<file path="config.mk">
export PLATFORM = sky130hd
export DESIGN_NAME = dsm_mapper
export DESIGN_NICKNAME = d
export VERILOG_FILES = /design/src/logic/dsm_pkg.sv /design/src/logic/dsm_mapper.sv /design/src/logic/dsm_fifo.sv
export SDC_FILE = /design/constraint.sdc
export NUM_CORES = 1
export LEC_CHECK = 0
export ABC_AREA = 1
export BUFFER_PORTS_ARGS = -buffer_cell sky130_fd_sc_hd__clkbuf_2
export CAP_MARGIN = 5
export CORE_AREA = 3 3 153 126
export DETAILED_ROUTE_END_ITERATION = 8
export DIE_AREA = 0 0 156 129
export PLACE_DENSITY = 0.61
export SYNTH_ARGS = -nofsm -noshare
export SYNTH_HDL_FRONTEND = slang
export SYNTH_SLANG_ARGS = --single-unit
</file>
<file path="constraint.sdc">
create_clock -name clk_in -period 4.1 [get_ports clk_in]
set_input_delay 0.41 -clock clk_in [delete_from_list [all_inputs] [get_ports clk_in]]
set_output_delay 0.41 -clock clk_in [all_outputs]
set_load 0.02 [all_outputs]
</file>
<file path="src/logic/dsm_pkg.sv">
// Constants, types and helpers shared by the DS3 to STS-1 SPE bit mapper
package dsm_pkg;

   // ---------------------------------------------------------------
   // Envelope geometry (user data area, path overhead column excluded)
   // ---------------------------------------------------------------
   localparam logic [3:0]  DSM_ROW_LAST    = 4'h8;
   localparam logic [9:0]  DSM_BIT_LAST    = 10'h2AF;
   localparam logic [12:0] DSM_CNT_ZERO    = 13'h0000;
   localparam logic [12:0] DSM_CNT_ONE     = 13'h0001;
   localparam int unsigned DSM_FIX_PER_ROW = 59;
   localparam int unsigned DSM_DAT_PER_ROW = 621;
   localparam int unsigned DSM_CTL_PER_ROW = 5;

   // Byte slots within a row holding the all-fixed bytes (R0 to R5) and the mixed bytes (C1 to C3)
   localparam logic [6:0]  DSM_BYTE_C1     = 7'h02;
   localparam logic [6:0]  DSM_BYTE_C2     = 7'h1F;
   localparam logic [6:0]  DSM_BYTE_C3     = 7'h3C;
   localparam logic [6:0]  DSM_BYTE_R0     = 7'h00;
   localparam logic [6:0]  DSM_BYTE_R1     = 7'h01;
   localparam logic [6:0]  DSM_BYTE_R2     = 7'h1D;
   localparam logic [6:0]  DSM_BYTE_R3     = 7'h1E;
   localparam logic [6:0]  DSM_BYTE_R4     = 7'h3A;
   localparam logic [6:0]  DSM_BYTE_R5     = 7'h3B;

   // Bit slots inside the mixed bytes, first transmitted bit is 0
   localparam logic [2:0]  DSM_C1_CTL      = 3'h2;
   localparam logic [2:0]  DSM_C1_DAT      = 3'h3;
   localparam logic [2:0]  DSM_CX_CTL_END  = 3'h2;
   localparam logic [2:0]  DSM_C3_OHC0     = 3'h4;
   localparam logic [2:0]  DSM_C3_OHC1     = 3'h5;
   localparam logic [2:0]  DSM_C3_OPP      = 3'h7;

   // ---------------------------------------------------------------
   // Justification
   // ---------------------------------------------------------------
   localparam logic [3:0]  DSM_ROW_MOD     = 4'h3;
   localparam logic [3:0]  DSM_ROW_PHASE   = 4'h2;
   localparam logic [3:0]  DSM_ROW_EXTRA   = 4'h0;
   localparam logic [3:0]  DSM_ROW_DROP    = 4'h8;
   localparam int unsigned DSM_FIFO_DEPTH  = 16;
   localparam int unsigned DSM_FIFO_WIDTH  = 1;
   localparam logic [4:0]  DSM_LVL_HI      = 5'h0C;
   localparam logic [4:0]  DSM_LVL_LO      = 5'h04;
   localparam logic [2:0]  DSM_VOTE_MIN    = 3'h3;

   typedef enum {DSM_K_FIX, DSM_K_DAT, DSM_K_CTL, DSM_K_OPP, DSM_K_OHC} dsm_kind_t;
   typedef enum {DSM_ADJ_NONE, DSM_ADJ_MORE, DSM_ADJ_LESS} dsm_adj_t;

   typedef struct packed {logic [3:0] row; logic [9:0] bit_idx;} dsm_pos_t;
   typedef struct packed {logic vld; logic dat;} dsm_bit_t;
   typedef struct packed {logic sof; logic take;} dsm_req_t;
   typedef struct packed {logic sof; logic vld; logic dat;} dsm_ser_t;
   typedef struct packed {logic vld; logic [1:0] bits;} dsm_ohc_t;

   // Kind of a bit from its place in the row
   function automatic dsm_kind_t dsm_kind(input logic [9:0] b);
      logic [6:0] by;
      logic [2:0] k;
      dsm_kind_t  r;
      by = b[9:3];
      k  = b[2:0];
      r  = DSM_K_DAT;
      if (by == DSM_BYTE_R0 || by == DSM_BYTE_R1 || by == DSM_BYTE_R2 ||
          by == DSM_BYTE_R3 || by == DSM_BYTE_R4 || by == DSM_BYTE_R5) begin
         r = DSM_K_FIX;
      end else if (by == DSM_BYTE_C1) begin
         r = (k == DSM_C1_CTL) ? DSM_K_CTL : ((k >= DSM_C1_DAT) ? DSM_K_DAT : DSM_K_FIX);
      end else if (by == DSM_BYTE_C2) begin
         r = (k < DSM_CX_CTL_END) ? DSM_K_CTL : DSM_K_FIX;
      end else if (by == DSM_BYTE_C3) begin
         if (k < DSM_CX_CTL_END) r = DSM_K_CTL;
         else if (k == DSM_C3_OHC0 || k == DSM_C3_OHC1) r = DSM_K_OHC;
         else if (k == DSM_C3_OPP) r = DSM_K_OPP;
         else r = DSM_K_FIX;
      end
      return r;
   endfunction

   // Next place in the envelope
   function automatic dsm_pos_t dsm_step(input dsm_pos_t p);
      dsm_pos_t n;
      n = p;
      if (p.bit_idx == DSM_BIT_LAST) begin
         n.bit_idx = '0;
         n.row     = (p.row == DSM_ROW_LAST) ? 4'h0 : p.row + 4'h1;
      end else begin
         n.bit_idx = p.bit_idx + 10'h001;
      end
      return n;
   endfunction

endpackage

</file>
<file path="src/logic/dsm_mapper.sv">
// DS3 into STS-1 SPE bit mapper and matching extractor
//
// Notes on behaviour
// - Each row holds exactly 59 fixed stuff bits with no function.
// - Each row carries 621 DS3 data bits, 5589 per envelope.
// - Fixed stuff is sent as zero; the extractor ignores its value.
// - One stuff opportunity per row, nine per envelope, data or junk.
// - Five stuff control bits per row flag the row's opportunity.
// - Control bits all 0 mean opportunity carries data, all 1 mean stuff.
// - Two overhead communication bits per row, exposed on user ports.
// - Data-or-stuff choice follows FIFO fill, i.e. DS3 versus STS-1 timing.
// - 8000 envelopes per second, nominally 5592 DS3 bits each.
// - Nominal envelopes use three opportunities for data, six for stuff.
// - Fast source: four opportunities carry data, 5593 bits in envelope.
// - Extractor outputs exactly the DS3 bits each envelope indicates.
// - Slow source: only two opportunities carry data, 5591 bits.
`timescale 1ns/1ps
`default_nettype none
module dsm_mapper (
   // Clock and reset
   input  wire  logic                 clk_in,
   input  wire  logic                 rstn_in,
   // DS3 source
   input  wire  dsm_pkg::dsm_bit_t    ds3_in,
   output logic                       ds3_rdy_out,
   // Envelope build towards the framer
   input  wire  dsm_pkg::dsm_req_t    map_req_in,
   input  wire  logic [1:0]           ohc_tx_in,
   output dsm_pkg::dsm_ser_t          map_out,
   output logic                       map_slip_out,
   // Envelope from the framer, DS3 recovery
   input  wire  dsm_pkg::dsm_ser_t    dmp_in,
   output dsm_pkg::dsm_bit_t          dmp_ds3_out,
   output dsm_pkg::dsm_ohc_t          ohc_rx_out,
   output logic [12:0]                dmp_cnt_out,
   output logic                       dmp_cnt_vld_out
);
   import dsm_pkg::*;

   // ---------------------------------------------------------------
   // Input buffer
   // ---------------------------------------------------------------
   logic                  fifo_vld;
   logic                  fifo_pop;
   logic [0:0]            fifo_dat;
   logic [4:0]            fifo_lvl;
   logic                  fifo_rdy;

   dsm_fifo #(
      .WIDTH (DSM_FIFO_WIDTH),
      .DEPTH (DSM_FIFO_DEPTH)
   ) u_fifo (
      .clk_in      (clk_in),
      .rstn_in     (rstn_in),
      .in_vld_in   (ds3_in.vld),
      .in_rdy_out  (fifo_rdy),
      .in_dat_in   (ds3_in.dat),
      .out_vld_out (fifo_vld),
      .out_rdy_in  (fifo_pop),
      .out_dat_out (fifo_dat),
      .level_out   (fifo_lvl)
   );

   // Ready comes from the FIFO's own full flop
   assign ds3_rdy_out = fifo_rdy;

   // ---------------------------------------------------------------
   // Mapper position
   // ---------------------------------------------------------------
   dsm_pos_t   map_pos_r;
   dsm_pos_t   map_cur;
   dsm_kind_t  map_kind;
   dsm_adj_t   map_adj_r;
   dsm_adj_t   map_adj_cur;
   logic       map_opp_dat;
   logic [1:0] ohc_tx_r;
   logic       map_need;

   // Start of envelope forces the place back to the first bit
   always_comb begin
      map_cur = map_pos_r;
      if (map_req_in.sof) begin
         map_cur = '0;
      end
   end

   assign map_kind = dsm_kind(map_cur.bit_idx);

   always_ff @(posedge clk_in) begin
      if (!rstn_in) begin
         map_pos_r <= '0;
      end else if (map_req_in.take) begin
         map_pos_r <= dsm_step(map_cur);
      end
   end

   // ---------------------------------------------------------------
   // Justification decision
   // ---------------------------------------------------------------
   // fill level picks envelope adjust
   always_comb begin
      map_adj_cur = map_adj_r;
      if (map_req_in.take && map_cur == '0) begin
         if (fifo_lvl >= DSM_LVL_HI) map_adj_cur = DSM_ADJ_MORE;
         else if (fifo_lvl <= DSM_LVL_LO) map_adj_cur = DSM_ADJ_LESS;
         else map_adj_cur = DSM_ADJ_NONE;
      end
   end

   always_ff @(posedge clk_in) begin
      if (!rstn_in) begin
         map_adj_r <= DSM_ADJ_NONE;
      end else begin
         map_adj_r <= map_adj_cur;
      end
   end

   // rows 2, 5 and 8 carry data nominally
   always_comb begin
      map_opp_dat = ((map_cur.row % DSM_ROW_MOD) == DSM_ROW_PHASE);
      case (map_adj_cur)
         DSM_ADJ_MORE: begin
            if (map_cur.row == DSM_ROW_EXTRA) map_opp_dat = 1'b1;
         end
         DSM_ADJ_LESS: begin
            if (map_cur.row == DSM_ROW_DROP) map_opp_dat = 1'b0;
         end
         DSM_ADJ_NONE: begin
            map_opp_dat = map_opp_dat;
         end
         default: begin
            map_opp_dat = map_opp_dat;
         end
      endcase
   end

   // data bits and used opportunities draw from the buffer
   assign map_need = map_req_in.take &&
                     (map_kind == DSM_K_DAT || (map_kind == DSM_K_OPP && map_opp_dat));
   assign fifo_pop = map_need;

   // overhead bits captured once per row
   always_ff @(posedge clk_in) begin
      if (!rstn_in) begin
         ohc_tx_r <= 2'h0;
      end else if (map_req_in.take && map_cur.bit_idx == '0) begin
         ohc_tx_r <= ohc_tx_in;
      end
   end

   // ---------------------------------------------------------------
   // Mapper output
   // ---------------------------------------------------------------
   always_ff @(posedge clk_in) begin
      if (!rstn_in) begin
         map_out      <= '0;
         map_slip_out <= 1'b0;
      end else begin
         map_out.vld  <= map_req_in.take;
         map_out.sof  <= map_req_in.take && map_cur == '0;
         map_slip_out <= map_need && !fifo_vld;
         case (map_kind)
            DSM_K_DAT: begin
               map_out.dat <= fifo_vld & fifo_dat[0];
            end
            DSM_K_OPP: begin
               map_out.dat <= map_opp_dat & fifo_vld & fifo_dat[0];
            end
            // zero for data, one for stuff
            DSM_K_CTL: begin
               map_out.dat <= ~map_opp_dat;
            end
            DSM_K_OHC: begin
               map_out.dat <= (map_cur.bit_idx[2:0] == DSM_C3_OHC0) ? ohc_tx_r[0] : ohc_tx_r[1];
            end
            DSM_K_FIX: begin
               map_out.dat <= 1'b0;
            end
            default: begin
               map_out.dat <= 1'b0;
            end
         endcase
      end
   end

   // ---------------------------------------------------------------
   // Extractor position
   // ---------------------------------------------------------------
   dsm_pos_t    dmp_pos_r;
   dsm_pos_t    dmp_cur;
   dsm_kind_t   dmp_kind;
   logic [2:0]  dmp_ones_r;
   logic        dmp_opp_dat;
   logic [12:0] dmp_acc_r;
   logic        dmp_take_dat;
   logic        dmp_row_end;
   logic        dmp_spe_end;
   logic [1:0]  ohc_rx_r;

   always_comb begin
      dmp_cur = dmp_pos_r;
      if (dmp_in.sof) begin
         dmp_cur = '0;
      end
   end

   // same layout on the receive side
   assign dmp_kind    = dsm_kind(dmp_cur.bit_idx);
   assign dmp_row_end = dmp_in.vld && dmp_cur.bit_idx == DSM_BIT_LAST;
   assign dmp_spe_end = dmp_row_end && dmp_cur.row == DSM_ROW_LAST;

   always_ff @(posedge clk_in) begin
      if (!rstn_in) begin
         dmp_pos_r <= '0;
      end else if (dmp_in.vld) begin
         dmp_pos_r <= dsm_step(dmp_cur);
      end
   end

   // ---------------------------------------------------------------
   // Stuff control vote
   // ---------------------------------------------------------------
   // count ones among the five control bits
   always_ff @(posedge clk_in) begin
      if (!rstn_in) begin
         dmp_ones_r <= 3'h0;
      end else if (dmp_in.vld) begin
         if (dmp_cur.bit_idx == '0) begin
            dmp_ones_r <= 3'h0;
         end else if (dmp_kind == DSM_K_CTL && dmp_in.dat) begin
            dmp_ones_r <= dmp_ones_r + 3'h1;
         end
      end
   end

   assign dmp_opp_dat = (dmp_ones_r < DSM_VOTE_MIN);

   // fixed stuff and control values never reach the DS3 output
   assign dmp_take_dat = dmp_in.vld &&
                         (dmp_kind == DSM_K_DAT || (dmp_kind == DSM_K_OPP && dmp_opp_dat));

   // ---------------------------------------------------------------
   // Recovered DS3 and per-envelope count
   // ---------------------------------------------------------------
   // emit exactly the indicated data bits
   always_ff @(posedge clk_in) begin
      if (!rstn_in) begin
         dmp_ds3_out <= '0;
      end else begin
         dmp_ds3_out.vld <= dmp_take_dat;
         dmp_ds3_out.dat <= dmp_take_dat & dmp_in.dat;
      end
   end

   // bits per envelope reported at its end
   always_ff @(posedge clk_in) begin
      if (!rstn_in) begin
         dmp_acc_r       <= DSM_CNT_ZERO;
         dmp_cnt_out     <= DSM_CNT_ZERO;
         dmp_cnt_vld_out <= 1'b0;
      end else begin
         dmp_cnt_vld_out <= dmp_spe_end;
         if (dmp_in.vld && dmp_cur == '0) begin
            dmp_acc_r <= dmp_take_dat ? DSM_CNT_ONE : DSM_CNT_ZERO;
         end else if (dmp_take_dat) begin
            dmp_acc_r <= dmp_acc_r + DSM_CNT_ONE;
         end
         if (dmp_spe_end) begin
            dmp_cnt_out <= dmp_acc_r + (dmp_take_dat ? DSM_CNT_ONE : DSM_CNT_ZERO);
         end
      end
   end

   // ---------------------------------------------------------------
   // Overhead communication bits
   // ---------------------------------------------------------------
   // collect the row's two bits
   always_ff @(posedge clk_in) begin
      if (!rstn_in) begin
         ohc_rx_r <= 2'h0;
      end else if (dmp_in.vld && dmp_kind == DSM_K_OHC) begin
         if (dmp_cur.bit_idx[2:0] == DSM_C3_OHC0) ohc_rx_r[0] <= dmp_in.dat;
         else ohc_rx_r[1] <= dmp_in.dat;
      end
   end

   always_ff @(posedge clk_in) begin
      if (!rstn_in) begin
         ohc_rx_out <= '0;
      end else begin
         ohc_rx_out.vld <= dmp_row_end;
         if (dmp_row_end) begin
            ohc_rx_out.bits <= ohc_rx_r;
         end
      end
   end
endmodule
`default_nettype wire

</file>
<file path="src/logic/dsm_fifo.sv">
// Flip-flop FIFO with valid/ready on both sides and a fill level
`timescale 1ns/1ps
`default_nettype none
module dsm_fifo #(
   parameter int unsigned WIDTH = 1,
   parameter int unsigned DEPTH = 16
) (
   // Clock and reset
   input  wire  logic                       clk_in,
   input  wire  logic                       rstn_in,
   // Fill side
   input  wire  logic                       in_vld_in,
   output logic                             in_rdy_out,
   input  wire  logic [WIDTH-1:0]           in_dat_in,
   // Drain side
   output logic                             out_vld_out,
   input  wire  logic                       out_rdy_in,
   output logic [WIDTH-1:0]                 out_dat_out,
   output logic [$clog2(DEPTH):0]           level_out
);
   localparam int unsigned AW = $clog2(DEPTH);

   logic [WIDTH-1:0] mem_r [DEPTH];
   logic [AW-1:0]    wp_r;
   logic [AW-1:0]    rp_r;
   logic [AW:0]      cnt_r;
   logic             nfull_r;
   logic             push;
   logic             pop;
   logic [AW:0]      cnt_nxt;

   assign push        = in_vld_in & nfull_r;
   assign pop         = out_rdy_in & (cnt_r != '0);
   assign cnt_nxt     = cnt_r + {{AW{1'b0}}, push} - {{AW{1'b0}}, pop};
   assign in_rdy_out  = nfull_r;
   assign out_vld_out = (cnt_r != '0);
   assign out_dat_out = mem_r[rp_r];
   assign level_out   = cnt_r;

   always_ff @(posedge clk_in) begin
      if (push) begin
         mem_r[wp_r] <= in_dat_in;
      end
   end

   always_ff @(posedge clk_in) begin
      if (!rstn_in) begin
         wp_r    <= '0;
         rp_r    <= '0;
         cnt_r   <= '0;
         nfull_r <= 1'b1;
      end else begin
         if (push) wp_r <= wp_r + 1'b1;
         if (pop) rp_r <= rp_r + 1'b1;
         cnt_r   <= cnt_nxt;
         nfull_r <= (cnt_nxt != DEPTH[AW:0]);
      end
   end
endmodule
`default_nettype wire

</file>
# [Yosys cells after proc, flatten, opt, wreduce, memory -nomap -nowiden]
# Memory sizes are Yosys's and may differ from the RTL's. A register that Yosys moved wholly into a read port is not among the register bits.
# Index checks and enable logic that the tools add are counted.
[totals] reg_bits=117 ram_bits=16 inputBits=11 out_inout_bits=24 word_cells=179 memories=1
[mem_list] name="u_fifo.mem_r" words=16 width=1 rd=1 rd_ports_with_merged_regs=1 wr=1 line_no="dsm_fifo.sv:23" rtl="logic [WIDTH-1:0] mem_r [DEPTH];"
[classes] n_addsub=11 div_mod_pow=1 magnitude_cmp=7 eq_ne=42 n_mux=45 n_bitwise=8 n_reduce_logical=40
[op_table] cell="$eq A32 B2 Y1 const B" n=5
[op_table] cell="$eq A32 B3 Y1 const B" n=4
[op_table] cell="$eq A32 B1 Y1 const B" n=2
[op_table] cell="$eq A7 B5 Y1 const B" n=6
[op_table] cell="$eq A7 B6 Y1 const B" n=6
[op_table] cell="$mux W3" n=14
[op_table] cell="$eq A32 B4 Y1 const B" n=1
[op_table] cell="$mux W32" n=1
[op_table] cell="$logic_not A14 Y1" n=2
[op_table] cell="$mux W14" n=2
[op_table] cell="$mux W13" n=2
[op_table] cell="$mux W4" n=6
[op_table] cell="$add A10 B1 Y10 const B" n=2
[op_table] cell="$eq A10 B10 Y1 const B" n=2
[op_table] cell="$logic_not A10 Y1" n=2
[op_table] cell="$mux W10" n=2
[op_table] cell="$eq A3 B3 Y1 const B" n=6
[op_table] cell="$add A4 B1 Y4 const B" n=4
[op_table] cell="$mux W2" n=8
[op_table] cell="$eq A7 B1 Y1 const B" n=2
[op_table] cell="$eq A7 B2 Y1 const B" n=2
[op_table] cell="$logic_not A7 Y1" n=2
[op_table] cell="$logic_or A1 B1 Y1" n=14
[op_table] cell="$add A13 B1 Y13" n=1
[op_table] cell="24 further kinds" n=56

# [Depth between registers and ports, before layout]
[depth] word_depth=16 ltp_mapped=30 ltp_nobuf=30

# [Modules after synthesis]
# Synthesis repeated with hierarchy kept, for this count alone.
[unflattened] cells_unflattened=1037 hier_area_um2=7352.1
[by_module_without_submodules] module="dsm_mapper" instances=1 cells_each=837 area_per_inst_um2=5646.7 seq_area_each_um2=2062.0
[by_module_without_submodules] module="dsm_fifo" instances=1 cells_each=200 area_per_inst_um2=1705.4 seq_area_each_um2=840.8

# [Worst setup path before layout]
# Ideal clock, no wire load.
[synth_timing] kind="input to register" start="input port map_req_in[1] (netlist name)" end="register u_fifo.nfull_r, in the netlist u_fifo.in_rdy_out" setup_time_ns=0.130 t_arrival_ns=3.428 required_ns=3.970 slack_ns=0.543 cell_stages=27 path_buffers=0 cell_sequence="inv_2 nand2_1 nor2_1 ha_1 inv_1 ha_1 nand2_1 nand2_1 nand2_1 ha_1 inv_1 nor2_1 a21oi_1 nand3_1 nand2_1 nand3_2 nand2_4 nand2_2 inv_2 ha_1 inv_1 ha_1 fa_1 a21oi_1 o21bai_1 a21oi_1 nand4_1"
[synth_via] elab_chain_len=16 elab_cells_between_ends=52 classes_between="add/sub (1); div (1); order compare (2); eq/ne (19); mux (15); bitwise (1); reduce/logical (13)"
[synth_lines] element="start, declared" line_no="dsm_mapper.sv:27" rtl="input wire dsm_pkg::dsm_req_t map_req_in,"
[synth_lines] element="$mux W14 *" line_no="dsm_mapper.sv:82" rtl="if (map_req_in.sof) begin"
[synth_lines] element="parallel branches: the longest is 10 deep, another holds $mod A4 B2 Y4"
[synth_lines] element="$logic_or A1 B1 Y1 *" line_no="dsm_mapper.sv:139" rtl="(map_kind == DSM_K_DAT || (map_kind == DSM_K_OPP && map_opp_dat));"
[synth_lines] element="$logic_and A1 B1 Y1 *" line_no="dsm_mapper.sv:138" rtl="assign map_need = map_req_in.take &&"
[synth_lines] element="$and A1 B1 Y1 *" line_no="dsm_fifo.sv:33" rtl="assign pop = out_rdy_in & (cnt_r != '0);"
[synth_lines] element="net u_fifo.pop" line_no="dsm_fifo.sv:29" rtl="logic pop;"
[synth_lines] element="$sub A5 B1 Y5 *" line_no="dsm_fifo.sv:34" rtl="assign cnt_nxt = cnt_r + {{AW{1'b0}}, push} - {{AW{1'b0}}, pop};"
[synth_lines] element="$ne A5 B5 Y1 *" line_no="dsm_fifo.sv:56" rtl="nfull_r <= (cnt_nxt != DEPTH[AW:0]);"
[synth_lines] element="end signal, assigned" line_no="dsm_fifo.sv:56"
[synth_lines] element="end, declared" line_no="dsm_fifo.sv:27" rtl="logic nfull_r;"
# Mark *: on every way through the listed nets, which the timed path passes.
# A chain may end at the register's enable or synchronous reset.

# [Worst setup path in the final report]
[layout_timing] start="register map_pos_r[0] (netlist name)" end="register u_fifo.nfull_r, in the netlist u_fifo.in_rdy_out"
[layout_via] elab_chain_len=16 elab_cells_between_ends=32 classes_between="add/sub (1); order compare (2); eq/ne (9); mux (13); bitwise (1); reduce/logical (6)"
[layout_lines] element="start, declared" line_no="dsm_mapper.sv:70" rtl="dsm_pos_t map_pos_r;"
[layout_lines] element="start signal, assigned" line_no="dsm_mapper.sv:93" rtl="map_pos_r <= dsm_step(map_cur);"
[layout_lines] element="$mux W14 *" line_no="dsm_mapper.sv:82"
[layout_lines] element="$eq A3 B3 Y1 (on tied branches)" line_no="dsm_pkg.sv:74, dsm_pkg.sv:73"
[layout_lines] element="$mux W2 / $logic_or A1 B1 Y1 (equally long branches)" line_no="dsm_pkg.sv:74, dsm_pkg.sv:73"
[layout_lines] element="$mux W3" line_no="dsm_pkg.sv:73" rtl="else if (k == DSM_C3_OHC0 || k == DSM_C3_OHC1) r = DSM_K_OHC;"
[layout_lines] element="$mux W3" line_no="dsm_pkg.sv:72" rtl="if (k < DSM_CX_CTL_END) r = DSM_K_CTL;"
[layout_lines] element="$mux W3" line_no="dsm_pkg.sv:71" rtl="end else if (by == DSM_BYTE_C3) begin"
[layout_lines] element="$mux W3" line_no="dsm_pkg.sv:69" rtl="end else if (by == DSM_BYTE_C2) begin"
[layout_lines] element="$mux W3" line_no="dsm_pkg.sv:67" rtl="end else if (by == DSM_BYTE_C1) begin"
[layout_lines] element="$mux W3" line_no="dsm_pkg.sv:64" rtl="if (by == DSM_BYTE_R0 || by == DSM_BYTE_R1 || by == DSM_BYTE_R2 ||"
[layout_lines] element="$eq A32 B3 Y1" line_no="dsm_mapper.sv:139"
[layout_lines] element="$logic_and A1 B1 Y1" line_no="dsm_mapper.sv:139"
[layout_lines] element="$logic_or A1 B1 Y1 *" line_no="dsm_mapper.sv:139"
[layout_lines] element="$logic_and A1 B1 Y1 *" line_no="dsm_mapper.sv:138"
[layout_lines] element="$and A1 B1 Y1 *" line_no="dsm_fifo.sv:33"
[layout_lines] element="net u_fifo.pop" line_no="dsm_fifo.sv:29"
[layout_lines] element="$sub A5 B1 Y5 *" line_no="dsm_fifo.sv:34"
[layout_lines] element="$ne A5 B5 Y1 *" line_no="dsm_fifo.sv:56"
# The timed path passes the listed nets; every way through them passes the cells marked *.

==> impl_metrics.yaml <==
logic_synthesis:
  yosysSeqAreaShare_pct: 40.9
  synth_nets: 1031
  syn_inst: 984
  synth_top_area_share_pct: 34.2
  synthArstFlopShare_pct: 0
  synthTopCellsByArea: "dfxtp_1 (34%), nand2_1 (11%), nor2_1 (8.1%), edfxtp_1 (6.8%), ha_1 (6.2%)"
  avgSynthCellArea_um2: 7.21
  synth_area_leader_cell: "dfxtp_1"
  synth_edf_count: 16
  synth.distinct_cells: 46
  ys_seq_elements: 137
  ys.flop_type: "dfxtp_1"
  syn-cell-area_mm2: 0.00709
  yosysWarningCount: 0
clock_network:
  clk_latency_ns: 0.43
  clockRootBuffer: "clkbuf_16"
  cts.sinks: 137
  clockBufferDepth: 2
  ctsHoldBuffers: 0
  h-tree-depth: 4
  cts-resized-gates: 0
  cts_tree: "built"
  cts_setup_buffers: 0
  numCtsBuffers: 17
  path_clk_slew_ns: 0.06
final_layout:
  drive_gt1_share_pct: 10.4
  n_antenna_cell: 0
  final_common_cell: "nand2_1"
  final_cell_area_mm2: 0.00811
  layout.nets: 1067
  final_cell_mix: "nand2_1 (210), nor2_1 (152), dfxtp_1 (121), inv_1 (111), a21oi_1 (79)"
  area_growth_pct: 14.3
  fin_util_pct: 45.3
pwr:
  max-vdd-ir-drop_uv: 241
  p_comb_share_pct: 12.6
  clkPwrFrac_pct: 44.9
  p_switching_w: 0.000922
  seq_power_share_pct: 42.5
  p_leak_nw: 3.45
  cellPowerDensity_mw_per_mm2: 415
  switching_share_pct: 27.4
  p_int_w: 0.00244
global_routing:
  grt_pass1_vias: 5498
  antenna_found_initial: 0
  track_usage_pct: 16.4
  grt_pass1_wl_mm: 26.8
  grt_max_degree: 60
  grt-ovfl-total: 0
detailed_routing:
  viasPerCell: 4.84
  drcViolationCount: 0
  vias: 6119
  routed_wl_mm: 15.9
  drt_iter0_drc: 355
  drtPass1Iterations: 7
  ant_nets: 0
  routedWlPerCell_um: 12.6
setup_path:
  crit_fanout: 44
  cpMaxStageDelayCell: "fa_1"
  r2r_start: "map_pos_r[0]$_SDFFE_PN0P_"
  crit_family: "simple AND/OR/NAND/NOR gates"
  cp.arrival_ns: 4.04
  reg2reg_setup_slack_ns: 0.35
  worstSetupStartpointType: "flip-flop"
  endpoint_kind: "flip-flop"
  startpoint: "map_pos_r[0]$_SDFFE_PN0P_"
  required_ns: 4.40
  path_buf_inv: 6
  criticalPathCategory: "reg2reg"
  crit_path_max_incr_delay_ns: 0.40
sta:
  finClkSkew_ns: 0.0137
  fin_tns_setup_ns: 0
  hold_viol_final: 0
  fin_crit_sh_pct: 91.4
  drv_slew: 0
  period_minus_slack_ns: 3.75
  fmax_ghz: 0.267
  rsz0062_at_grt: "false"
  slew-limit-headroom_pct: 62.7
  setup_violations: 0
  setup_ws_ns: 0.351
  tightest_slew_ns: 0.559
floorplanning:
  fp-row-count: 44
  die_w_um: 156
  ioPinCount: 35
  core_mm2: 0.0179
  die_area_mm2: 0.0201
  die-height_um: 129
  initial_core_util_pct: 39.6
placed_design:
  dp_hpwl_mm: 11.4
  dp_slack_ns: 0.108
  post_dp_cell_area_mm2: 0.00752
  portBuffers: 34
  routabilityCongestion: 0.851
min_path:
  hp-start: "ohc_tx_in[1]"
  hp-class: "in2reg"
outcome:
  status: "finished, final reports clean"
run:
  cap_violations: 0
-- layout make-up --
type	instances	area [µm²]
repair buffers	44	270
clock buffers	20	468
well taps	230	288
flip-flops and latches	137	2900
multi-input cells	702	3620
inverters	118	443
fillers	1769	9780
clock inverters	12	115
-- power by group through the flow --
stage	clock network, W	registers (W)	logic, W
after CTS	0.00154	0.00143	0.000422
after global placement	0	0.00146	0.000419
after detailed placement	0	0.00146	0.000419
after global routing	0.00160	0.00143	0.000496
after floorplan	0	0.00146	0.000315
final	0.00151	0.00143	0.000425
-- final timing paths --
kind / cells past startpoint / to
setup / recovery: 27 / u_fifo.in_rdy_out$_SDFF_PN1_
hold / removal: 3 / ohc_tx_r[1]$_SDFFE_PN0P_
setup reg to reg: 27 / u_fifo.in_rdy_out$_SDFF_PN1_
hold reg to reg: 2 / map_adj_r[3]$_SDFF_PN0_
-- routing by layer --
metal	vias to the layer above	wire (µm)	track usage, %
met3	13	589	4.40
met4	0	134	4.47
met2	94	6510	22.8
met5	-	0	0
li1	3281	-	-
met1	2731	8710	24.7
-- metrics by stage --
step           total power (W)  cells  hold slack, ns
5_1_grt                0.00353   1263           0.284
4_1_cts                0.00339   1263           0.239
2_1_floorplan          0.00177    984           0.419
3_3_place_gp           0.00188   1231           0.428
3_5_place_dp           0.00188   1231           0.430
6_report               0.00336   1263           0.258
-- worst min-delay path: stages --
cell and delay [ns]:
clkbuf_2 0.10, nor2_1 0.04, nor2_1 0.09
-- registers in the layout, indices dropped and copies added, names as in the netlist, 5 cells and up, named ones only --
register,flops
map_adj_r,32
map_pos_r,14
u_fifo.level_out,5
dmp_acc_r,13
dmp_pos_r,14
dmp_cnt_out,13
u_fifo.mem_r,16
-- cells by family after synthesis --
logic type	share of synthesized area (%)
buf+inv	8.13
simple gates	30.4
xor+xnor	2.35
compound gates	11.7
fa+ha+maj	6.46
flops	40.9
-- cells in the mapped netlist (all sizes together) (2+ instances only) --
library cell	n
a22oi	2
o31ai	2
a21oi	80
nand3	68
nand3b	5
a32oi	3
dfxtp	121
clkbuf	17
inv	116
xor2	12
ha	35
o41ai	12
edfxtp	16
clkinv	2
nor3	27
nor4	4
nor2	160
nand4	10
o21bai	2
buf	10
nand2	222
nor3b	2
a21boi	2
o21ai	38
xnor2	7
No activity file was read; power rests on OpenSTA's default activity.
